--- src/logic/ill_pkg.sv ---
package ill_pkg;

  // Fixed group code in the upper address nibble
  localparam logic [3:0] ILL_GROUP_CODE = 4'hC;
  // Subaddress commands
  localparam logic [7:0] ILL_CMD_SHIFT  = 8'h11;
  localparam logic [7:0] ILL_CMD_XFER   = 8'h22;
  localparam logic [7:0] ILL_CMD_LOAD   = 8'h44;
  // Reset values of the two data registers
  localparam logic [7:0] ILL_SHIFT_RST  = 8'h00;
  localparam logic [7:0] ILL_OUT_RST    = 8'h00;
  // Bits in one serial byte
  localparam logic [3:0] ILL_BYTE_BITS  = 4'h8;
  // Field positions inside the address byte
  localparam int ILL_GRP_MSB = 7;
  localparam int ILL_GRP_LSB = 4;
  localparam int ILL_ADR_MSB = 3;
  localparam int ILL_ADR_LSB = 1;
  localparam int ILL_RW_BIT  = 0;

  // One sample of the two bus wires, travelling together
  typedef struct packed {
    logic scl;
    logic sda;
  } ill_bus_t;

  // Serial engine states, one-hot
  typedef enum logic [9:0] {
    ST_IDLE     = 10'h001,
    ST_ADDR     = 10'h002,
    ST_ADDR_ACK = 10'h004,
    ST_CMD      = 10'h008,
    ST_CMD_ACK  = 10'h010,
    ST_WDATA    = 10'h020,
    ST_WDAT_ACK = 10'h040,
    ST_RDATA    = 10'h080,
    ST_RDAT_ACK = 10'h100,
    ST_IGNORE   = 10'h200
  } ill_state_t;

endpackage

--- src/logic/ill_top.sv ---
`timescale 1ns/1ns
module ill_top
  import ill_pkg::*;
#(
  parameter int ADDR_W = 3  // Width of the address-select pin group
) (
  input  wire logic              clk,
  input  wire logic              rst,
  input  wire logic              scl_i,
  input  wire logic              sda_i,
  input  wire logic [ADDR_W-1:0] addr_sel,
  output logic                   sda_o,
  output logic                   sda_oe_n,
  output logic [7:0]             output_transistor
);

  // Synchroniser stages for the bus wires and the select pins
  ill_bus_t          bus_s1_q;   // First stage, read only by second
  ill_bus_t          bus_q;      // Settled bus sample
  ill_bus_t          bus_p_q;    // Previous settled sample
  logic [ADDR_W-1:0] sel_s1_q;   // First stage of the select pins
  logic [ADDR_W-1:0] sel_q;      // Settled select pins

  // Serial engine state
  ill_state_t state_q, state_d;  // Current transaction phase
  logic [3:0] cnt_q,   cnt_d;    // Bits seen in the current byte
  logic [7:0] rx_q,    rx_d;     // Incoming byte assembly
  logic       rw_q,    rw_d;     // Direction bit of the address byte
  logic [7:0] cmd_q,   cmd_d;    // Latched subaddress
  logic [7:0] tx_q,    tx_d;     // Outgoing byte during a read
  logic [7:0] shreg_q, shreg_d;  // Data shift register
  logic [7:0] out_q,   out_d;    // Output storage register
  logic       oe_n_q,  oe_n_d;   // Low while pulling SDA low
  logic       sdo_q;             // Data level driven on SDA

  // Decoded bus events
  logic scl_rise;
  logic scl_fall;
  logic start_cond;
  logic stop_cond;

  // True when the address byte selects this device
  function automatic logic addr_hit(input logic [7:0]        b,
                                    input logic [ADDR_W-1:0] s);
    addr_hit = (b[ILL_GRP_MSB:ILL_GRP_LSB] == ILL_GROUP_CODE) &&
               (b[ILL_ADR_MSB:ILL_ADR_LSB] == s);
  endfunction

  // True for the three subaddresses the device knows
  function automatic logic cmd_known(input logic [7:0] c);
    cmd_known = (c == ILL_CMD_SHIFT) || (c == ILL_CMD_XFER) ||
                (c == ILL_CMD_LOAD);
  endfunction

  // Two flops on every bus and select pin before any logic reads it
  always_ff @(posedge clk) begin
    if (rst) begin
      bus_s1_q <= '1;
      bus_q    <= '1;
      bus_p_q  <= '1;
      sel_s1_q <= '0;
      sel_q    <= '0;
    end else begin
      bus_s1_q <= '{scl: scl_i, sda: sda_i};
      bus_q    <= bus_s1_q;
      bus_p_q  <= bus_q;
      sel_s1_q <= addr_sel;
      sel_q    <= sel_s1_q;
    end
  end

  // Edges of SCL and the SDA edges that mark frame limits
  always_comb begin
    scl_rise   = bus_q.scl & ~bus_p_q.scl;
    scl_fall   = ~bus_q.scl & bus_p_q.scl;
    // SDA moving while SCL stays high is a start or a stop
    start_cond = bus_q.scl & bus_p_q.scl & bus_p_q.sda & ~bus_q.sda;
    stop_cond  = bus_q.scl & bus_p_q.scl & ~bus_p_q.sda & bus_q.sda;
  end

  // Next-state logic of the serial engine and data registers
  always_comb begin
    state_d = state_q;
    cnt_d   = cnt_q;
    rx_d    = rx_q;
    rw_d    = rw_q;
    cmd_d   = cmd_q;
    tx_d    = tx_q;
    shreg_d = shreg_q;  // Held unless a write loads it
    out_d   = out_q;
    oe_n_d  = oe_n_q;
    if (stop_cond) begin
      // Stop ends everything and frees the line
      state_d = ST_IDLE;
      oe_n_d  = 1'b1;
    end else if (start_cond) begin
      // Start or repeated start restarts address capture
      state_d = ST_ADDR;
      cnt_d   = 4'h0;
      oe_n_d  = 1'b1;
    end else begin
      case (state_q)
        ST_ADDR: begin
          if (scl_rise) begin
            // Bits arrive MSB first
            rx_d  = {rx_q[6:0], bus_q.sda};
            cnt_d = cnt_q + 4'h1;
          end else if (scl_fall && cnt_q == ILL_BYTE_BITS) begin
            cnt_d = 4'h0;
            if (addr_hit(rx_q, sel_q)) begin
              // Match: pull SDA low for the acknowledge
              rw_d    = rx_q[ILL_RW_BIT];
              oe_n_d  = 1'b0;
              state_d = ST_ADDR_ACK;
            end else begin
              // Not ours: stay off the line until a start
              state_d = ST_IGNORE;
            end
          end
        end
        ST_ADDR_ACK: begin
          if (scl_fall) begin
            oe_n_d  = 1'b1;
            state_d = ST_CMD;
          end
        end
        ST_CMD: begin
          if (scl_rise) begin
            rx_d  = {rx_q[6:0], bus_q.sda};
            cnt_d = cnt_q + 4'h1;
          end else if (scl_fall && cnt_q == ILL_BYTE_BITS) begin
            cnt_d = 4'h0;
            cmd_d = rx_q;
            if (cmd_known(rx_q)) begin
              // Known subaddress is acknowledged
              oe_n_d  = 1'b0;
              state_d = ST_CMD_ACK;
              if (rx_q == ILL_CMD_XFER && !rw_q) begin
                // Transfer lands inside the subaddress ack
                out_d = shreg_q;
              end
            end else begin
              // Unknown: no ack now, none for data either
              state_d = ST_IGNORE;
            end
          end
        end
        ST_CMD_ACK: begin
          if (scl_fall) begin
            if (cmd_q == ILL_CMD_SHIFT && rw_q) begin
              // Read: first data bit goes out on this edge
              tx_d    = shreg_q;
              oe_n_d  = shreg_q[7];
              state_d = ST_RDATA;
            end else if ((cmd_q == ILL_CMD_SHIFT ||
                          cmd_q == ILL_CMD_LOAD) && !rw_q) begin
              oe_n_d  = 1'b1;
              state_d = ST_WDATA;
            end else begin
              // 22H, or 44H with read: any data byte is ignored
              oe_n_d  = 1'b1;
              state_d = ST_IGNORE;
            end
          end
        end
        ST_WDATA: begin
          if (scl_rise) begin
            // Data byte, D7 first
            rx_d  = {rx_q[6:0], bus_q.sda};
            cnt_d = cnt_q + 4'h1;
          end else if (scl_fall && cnt_q == ILL_BYTE_BITS) begin
            cnt_d   = 4'h0;
            oe_n_d  = 1'b0;  // Data byte acknowledged
            state_d = ST_WDAT_ACK;
            shreg_d = rx_q;  // Shift register takes the byte
            if (cmd_q == ILL_CMD_LOAD) begin
              // Output follows during the data ack
              out_d = rx_q;
            end
          end
        end
        ST_WDAT_ACK: begin
          if (scl_fall) begin
            // Only one data byte per transaction
            oe_n_d  = 1'b1;
            state_d = ST_IGNORE;
          end
        end
        ST_RDATA: begin
          if (scl_fall) begin
            cnt_d = cnt_q + 4'h1;
            if (cnt_q == ILL_BYTE_BITS - 4'h1) begin
              // Last bit done: free SDA for the controller's ack
              oe_n_d  = 1'b1;
              cnt_d   = 4'h0;
              state_d = ST_RDAT_ACK;
            end else begin
              // Open drain: release for a one, pull for a zero
              tx_d   = {tx_q[6:0], 1'b0};
              oe_n_d = tx_q[6];
            end
          end
        end
        ST_RDAT_ACK: begin
          if (scl_fall) begin
            // Ack or not, a single byte is all a read returns
            state_d = ST_IGNORE;
          end
        end
        ST_IGNORE: begin
          oe_n_d = 1'b1;  // Hands off the bus
        end
        ST_IDLE: begin
          oe_n_d = 1'b1;
        end
        default: begin
          // Illegal code: recover quietly
          state_d = ST_IDLE;
          oe_n_d  = 1'b1;
        end
      endcase
    end
  end

  // Register the engine; reset clears interface and outputs
  always_ff @(posedge clk) begin
    if (rst) begin
      state_q <= ST_IDLE;
      cnt_q   <= 4'h0;
      rx_q    <= 8'h00;
      rw_q    <= 1'b0;
      cmd_q   <= 8'h00;
      tx_q    <= 8'h00;
      shreg_q <= ILL_SHIFT_RST;
      out_q   <= ILL_OUT_RST;
      oe_n_q  <= 1'b1;
      sdo_q   <= 1'b0;
    end else begin
      state_q <= state_d;
      cnt_q   <= cnt_d;
      rx_q    <= rx_d;
      rw_q    <= rw_d;
      cmd_q   <= cmd_d;
      tx_q    <= tx_d;
      shreg_q <= shreg_d;
      out_q   <= out_d;
      oe_n_q  <= oe_n_d;
      sdo_q   <= 1'b0;  // Open drain only ever drives low
    end
  end

  // Pins straight from flops; a one bit turns its transistor on
  assign output_transistor = out_q;
  assign sda_oe_n          = oe_n_q;
  assign sda_o             = sdo_q;

endmodule // ill_top
--- config.mk ---
export PLATFORM = sky130hd
export DESIGN_NAME = ill_top
export DESIGN_NICKNAME = d
export VERILOG_FILES = /design/src/logic/ill_pkg.sv /design/src/logic/ill_top.sv
export SDC_FILE = /design/constraint.sdc
export NUM_CORES = 1
export LEC_CHECK = 0
export ABC_AREA = 1
export BUFFER_PORTS_ARGS = -buffer_cell sky130_fd_sc_hd__buf_2
export CAP_MARGIN = 0
export CORE_MARGIN = 2
export CORE_UTILIZATION = 60
export CTS_CLUSTER_SIZE = 30
export DETAILED_ROUTE_END_ITERATION = 6
export GPL_TIMING_DRIVEN = 0
export PLACE_DENSITY = 0.8
export SLEW_MARGIN = 10
export SYNTH_ARGS = -nofsm -noshare
export SYNTH_HDL_FRONTEND = slang
export SYNTH_SLANG_ARGS = --single-unit
--- constraint.sdc ---
create_clock -name clk -period 2.3 [get_ports clk]
set_clock_uncertainty 0.05 [all_clocks]
set_input_delay 0.46 -clock clk [delete_from_list [all_inputs] [get_ports clk]]
set_output_delay 0.46 -clock clk [all_outputs]
set_load 0.02 [all_outputs]
# Word-level counts from Yosys, hierarchy flattened
# Cells that the tools add are included.
[word_totals]
out_inout_bits = 10
latchBits = 0
word_cells = 163
ramBits = 0
romBits = 0
register_bits = 67
n_memories = 0
in_bits = 7
[op_classes]
n_mux = 50
shift = 0
div_mod_pow = 0
n_eq_ne = 50
n_reduce_logical = 28
n_mul = 0
n_addsub = 1
bitwise = 16
order_cmp = 0
[op_table]
columns = ["operator", "n"]
rows = [
  ["$mux W10", 15],
  ["$pmux W10 S8", 1],
  ["$mux W8", 7],
  ["$reduce_and A12 Y1", 3],
  ["$ne A2 B2 Y1 const B", 16],
  ["$ne A3 B3 Y1 const B", 10],
  ["$mux W7", 4],
  ["$mux W4", 5],
  ["$eq A8 B5 Y1 const B", 2],
  ["$eq A8 B7 Y1 const B", 2],
  ["$pmux W8 S2", 1],
  ["$pmux W7 S2", 1],
  ["$mux W1", 13],
  ["$eq A10 B1 Y1 const B", 1],
  ["$eq A10 B10 Y1 const B", 1],
  ["$eq A10 B2 Y1 const B", 1],
  ["$eq A10 B3 Y1 const B", 1],
  ["$eq A10 B4 Y1 const B", 1],
  ["$eq A10 B5 Y1 const B", 1],
  ["$eq A10 B6 Y1 const B", 1],
  ["$eq A10 B7 Y1 const B", 1],
  ["$eq A10 B8 Y1 const B", 1],
  ["$eq A10 B9 Y1 const B", 1],
  ["$reduce_and A10 Y1", 1],
  ["24 further kinds", 54],
]

# Logic depth before layout (Yosys ltp)
[depth]
ltp_word = 8
depth_mapped = 14
mapped_depth_nobuf = 14

# Worst setup path after synthesis
# Ideal clock, no wire load.
[synth_timing]
path_kind = "register to register"
from = "reg cnt_q[0]"
to = "reg state_q[5]"
path_buffers = 1
t_arrival_ns = 1.486
stages_incl_launch_ff = 15
required_time_ns = 2.137
setup_ns = 0.113
path_slack_ns = 0.651
synth_period_minus_slack_ns = 1.649
path_cell_list = "dfxtp_1 > inv_1 > ha_1 > nand2_1 > inv_1 > nand3_2 > nand3_1 > nand2_1 > nor2_1 > nand2_2 > nor2_4 > buf_6 > nand2_1 > nand2_1 > nor2_1"
[synth_between]
elab_chain_cells = 4
word_cells_on_any_way = 8
cone_classes = "6 x eq/ne; 2 x reduce/logical"
[synth_lines]
columns = ["element", "line_no", "text"]
rows = [
  ["start: declaration", "ill_top.sv:26", "logic [3:0] cnt_q, cnt_d;"],
  ["start signal: assignment", "ill_top.sv:240", "cnt_q <= cnt_d;"],
  ["$eq A4 B4 Y1", "ill_top.sv:108, ill_top.sv:131, ill_top.sv:171", ""],
  ["$logic_and A1 B1 Y1", "ill_top.sv:108, ill_top.sv:131, ill_top.sv:171", ""],
  ["$ne A2 B2 Y1 (no source line)", "-", ""],
  ["$reduce_and A12 Y1 (no source line) *", "-", ""],
  ["end signal: assignment", "ill_top.sv:239", "state_q <= state_d;"],
  ["end: declaration", "ill_top.sv:25", "ill_state_t state_q, state_d;"],
]
# Every way passes the cells marked *; elsewhere a longest branch is shown, timed or not.
# A chain may end at the register's enable or synchronous reset.

# Final worst setup path
[layout_timing]
from = "reg cnt_q[0]"
to = "reg state_q[9]"
# Same word-level chain as after synthesis.

==> metrics.md <==
| Metric | Value |
|---|---|
| Status | `completed` |
| Worst path most repeated cell | `nand2_1` |
| Internal Pwr Total | `2.103 mW` |
| Actual slew at the worst max-slew pin | `0.6876 ns` |
| CP bufs+invs | `3` |
| Die span in y | `80.62 um` |
| Max Root-Sink Buffers | `2` |
| Pwr/cell area | `816.0 nW/um^2` |
| Routed vias | `3,456` |
| Cts hold-fix bufs | `0` |
| VDD IR max | `637.3 uV` |
| Initial antenna violation count | `0` |
| Critical path required time | `2.50 ns` |
| Register-to-Register Setup Slack | `0.31 ns` |
| Mapped Cells | `551` |
| Die area | `6499 um^2` |
| TritonRoute pass-1 iters | `6` |
| DRT Wirelength | `8259 um` |
| GRT Util Overall | `0.2814` |
| Final critical-path share of the clock period | `0.8643` |
| Number of global-route vias before repair | `3,184` |
| Initial core utilization | `0.6319` |
| Synthesis-stage register bit count | `67` |
| Postcts setup bufs | `0` |
| H-Tree Depth | `3` |
| Type of origin of the critical path | `register` |
| Cell area after synthesis | `3522 um^2` |
| CTS sink cnt | `67` |
| Final Max Slew Viols | `0` |
| Clock share of power | `0.336` |
| Clock Latency Late Sink | `0.35 ns` |
| Fmax | `503.1 MHz` |
| Final setup vio count | `0` |
| Synth unique cells | `28` |
| CP Max Fanout | `10` |
| Die W | `80.62 um` |
| Post_cts resized | `0` |
| Flop pwr share | `0.407` |
| Worst stage delay on the critical path | `0.35 ns` |
| Global-route wire length before repair | `13,970 um` |
| Wire per inst | `12.65 um` |
| Vias per std cell | `5.292` |
| Critical Path AT | `2.19 ns` |
| Final core occ | `0.6985` |
| Root Driver | `clkbuf_8` |
| Min-delay src | `scl_i` |
| Crit path max-delay family | `simple AND/OR/NAND/NOR gates` |
| Sw Ratio | `0.3380` |
| Hold path cells | `2` |
| Sequential fraction of the synthesis area | `0.3808` |
| Crit path cell chain | `inv_1, ha_1, nand2_1, inv_1, nand3_2, nand3_1, nand2_1, nor2_1, nand2_2, nor2_4, buf_6, nand2_1, nand2_1, nor2_1` |
| LEAKAGE | `1.791 nW` |
| CP Capture Type | `register` |
| Area Overhead vs Synth | `10.55%` |
| Worst flop-to-flop path endpoint | `state_q[9]$_SDFFE_PP0P_` |
| Synth Area per Inst | `6.392 um^2` |
| GRT overflow | `0` |
| Sw Pwr | `1.074 mW` |
| Warnings, synthesis | `0` |
| FP Rows | `27` |
| Antenna Cells | `0` |
| # Max-Cap Violations | `0` |
| Share of layout cells above drive strength 1 | `0.1239` |
| Most common cell after layout, fill and taps aside | `nand2_1` |
| RSZ-0062 raised after global routing | `false` |
| Worst Reg-to-Reg Cells | `14` |
| Relative slew slack | `0.5391` |
| Total CTS buffers | `9` |
| IO Port Bufs | `15` |
| Final Hold Fails | `0` |
| Worst Hold End | `bus_s1_q[1]$_SDFF_PP1_` |
| I/O pins | `17` |
| Nets | `586` |
| Worst-path clk slew | `0.08 ns` |
| Worst r2r src | `cnt_q[0]$_SDFFE_PP0P_` |
| Initial DRC count | `200` |
| Post-route ant nets | `0` |
| Mapped Nets | `560` |
| HP Class | `in2reg` |
| Post-DP HPWL | `6032 um` |
| Setup TNS | `0 ns` |
| Final Power | `3.177 mW` |
| Critical path type | `reg2reg` |
| CTS tree | `yes` |
| CP max-delay cell | `dfxtp_1` |
| Logic pwr share | `0.257` |
| DR DRC count | `0` |
| Largest net degree at the start of global routing | `12` |
| Final min period | `1.988 ns` |
| CORE AREA | `5574 um^2` |
| Final Wtd Congestion | `0.9486` |
| Commonest non-fill, non-tap cells in the layout | `nand2_1, nor2_1, inv_1, dfxtp_1, o21ai_0` |
-- synth_stat cells --
master | number | share of area
nand2_1 | 126 | 0.13
nor2_1 | 105 | 0.11
inv_1 | 77 | 0.082
dfxtp_1 | 67 | 0.38
o21ai_0 | 48 | 0.068
nand3_1 | 28 | 0.040
a21oi_1 | 27 | 0.038
nand4_1 | 8 | 0.014
buf_2 | 6 | 0.0085
nor2_2 | 6 | 0.011
nor3_1 | 6 | 0.0085
or2_2 | 6 | 0.011
clkbuf_1 | 5 | 0.0053
nand2_2 | 5 | 0.0089
nor2_4 | 5 | 0.016
xor2_1 | 4 | 0.0099
buf_6 | 3 | 0.0096
inv_2 | 3 | 0.0032
nor3_2 | 3 | 0.0085
o21ai_1 | 3 | 0.0043
ha_1 | 2 | 0.0071
nand3_2 | 2 | 0.0057
a21oi_2 | 1 | 0.0025
buf_4 | 1 | 0.0021
clkinv_1 | 1 | 0.0011
conb_1 | 1 | 0.0011
nand2_4 | 1 | 0.0032
nand4_2 | 1 | 0.0036
-- power groups by stage --
stage	Combinational (mW)	Clock [mW]	Sequential [mW]
after global placement	0.792	0	1.32
after detailed placement	0.804	0	1.32
final	0.816	1.07	1.29
after global routing	0.923	1.13	1.30
after floorplan	0.636	0	1.32
after CTS	0.810	1.08	1.29
-- registers in the layout, indices dropped and copies added (netlist names) --
| signal | count |
|---|---|
| bus_q | 2 |
| state_q | 10 |
| cmd_q | 8 |
| tx_q | 7 |
| sel_q | 3 |
| sda_oe_n | 1 |
| rx_q | 8 |
| rw_q | 1 |
| bus_s1_q | 2 |
| sel_s1_q | 3 |
| bus_p_q | 2 |
| output_transistor | 8 |
| cnt_q | 4 |
| shreg_q | 8 |
-- stage by stage --
step	hold slack, ns	setup WS (ns)	cell area (um^2)	std cells
2_1_floorplan	0.3383	0.6515	3522	551
3_3_place_gp	0.3415	0.4010	3687	638
3_5_place_dp	0.3489	0.3693	3687	638
4_1_cts	0.2336	0.3575	3894	653
5_1_grt	0.2328	0.1177	3894	653
6_report	0.2410	0.3122	3894	653
-- layout make-up --
| cell class | count | area [um^2] |
|---|---|---|
| buffer | 15 | 90.09 |
| fill | 506 | 1680 |
| timing repair buffer | 15 | 75.07 |
| inverter | 81 | 304.0 |
| clock inverter | 5 | 78.83 |
| sequential | 67 | 1341 |
| clock buffer | 10 | 127.6 |
| multi-input combinational | 388 | 1787 |
| tap | 72 | 90.09 |
-- how the worst max path moves through the flow --
stage                                     start                      end  cells past startpoint
final                     cnt_q[0]$_SDFFE_PP0P_  state_q[9]$_SDFFE_PP0P_                     14
after global routing      cnt_q[0]$_SDFFE_PP0P_  state_q[9]$_SDFFE_PP0P_                     14
after CTS                 cnt_q[0]$_SDFFE_PP0P_  state_q[9]$_SDFFE_PP0P_                     14
after global placement    cnt_q[0]$_SDFFE_PP0P_  state_q[9]$_SDFFE_PP0P_                     14
after detailed placement  cnt_q[0]$_SDFFE_PP0P_  state_q[9]$_SDFFE_PP0P_                     14
after floorplan           cnt_q[0]$_SDFFE_PP0P_  state_q[5]$_SDFFE_PP0P_                     14
-- worst register-to-register path, stage by stage (launching register included) --
cell,delay [ns]
dfxtp_1,0.35
inv_1,0.08
ha_1,0.15
nand2_1,0.05
inv_1,0.07
nand3_2,0.16
nand3_1,0.16
nand2_1,0.08
nor2_1,0.13
nand2_2,0.08
nor2_4,0.18
buf_6,0.17
nand2_1,0.08
nand2_1,0.07
nor2_1,0.04
-- kinds of logic after synthesis --
family | count (synthesis) | synth area share
and+or+nand+nor | 302 | 0.3758
buffers and inverters | 96 | 0.1119
AOI/OAI and AO/OA | 79 | 0.1133
DFF | 67 | 0.3808
xor gates and xnor gates | 4 | 0.009946
adders and majority gates | 2 | 0.007104
other | 1 | 0.001065
-- per-layer routing --
metal,GRT usage,share of wire,vias to the layer above
li1,-,-,1759
met3,0.08539,0.057,28
met1,0.3308,0.44,1562
met5,0,0,-
met2,0.4783,0.48,107
met4,0.1102,0.026,0
Note: power is estimated with default switching activity, not from simulation.
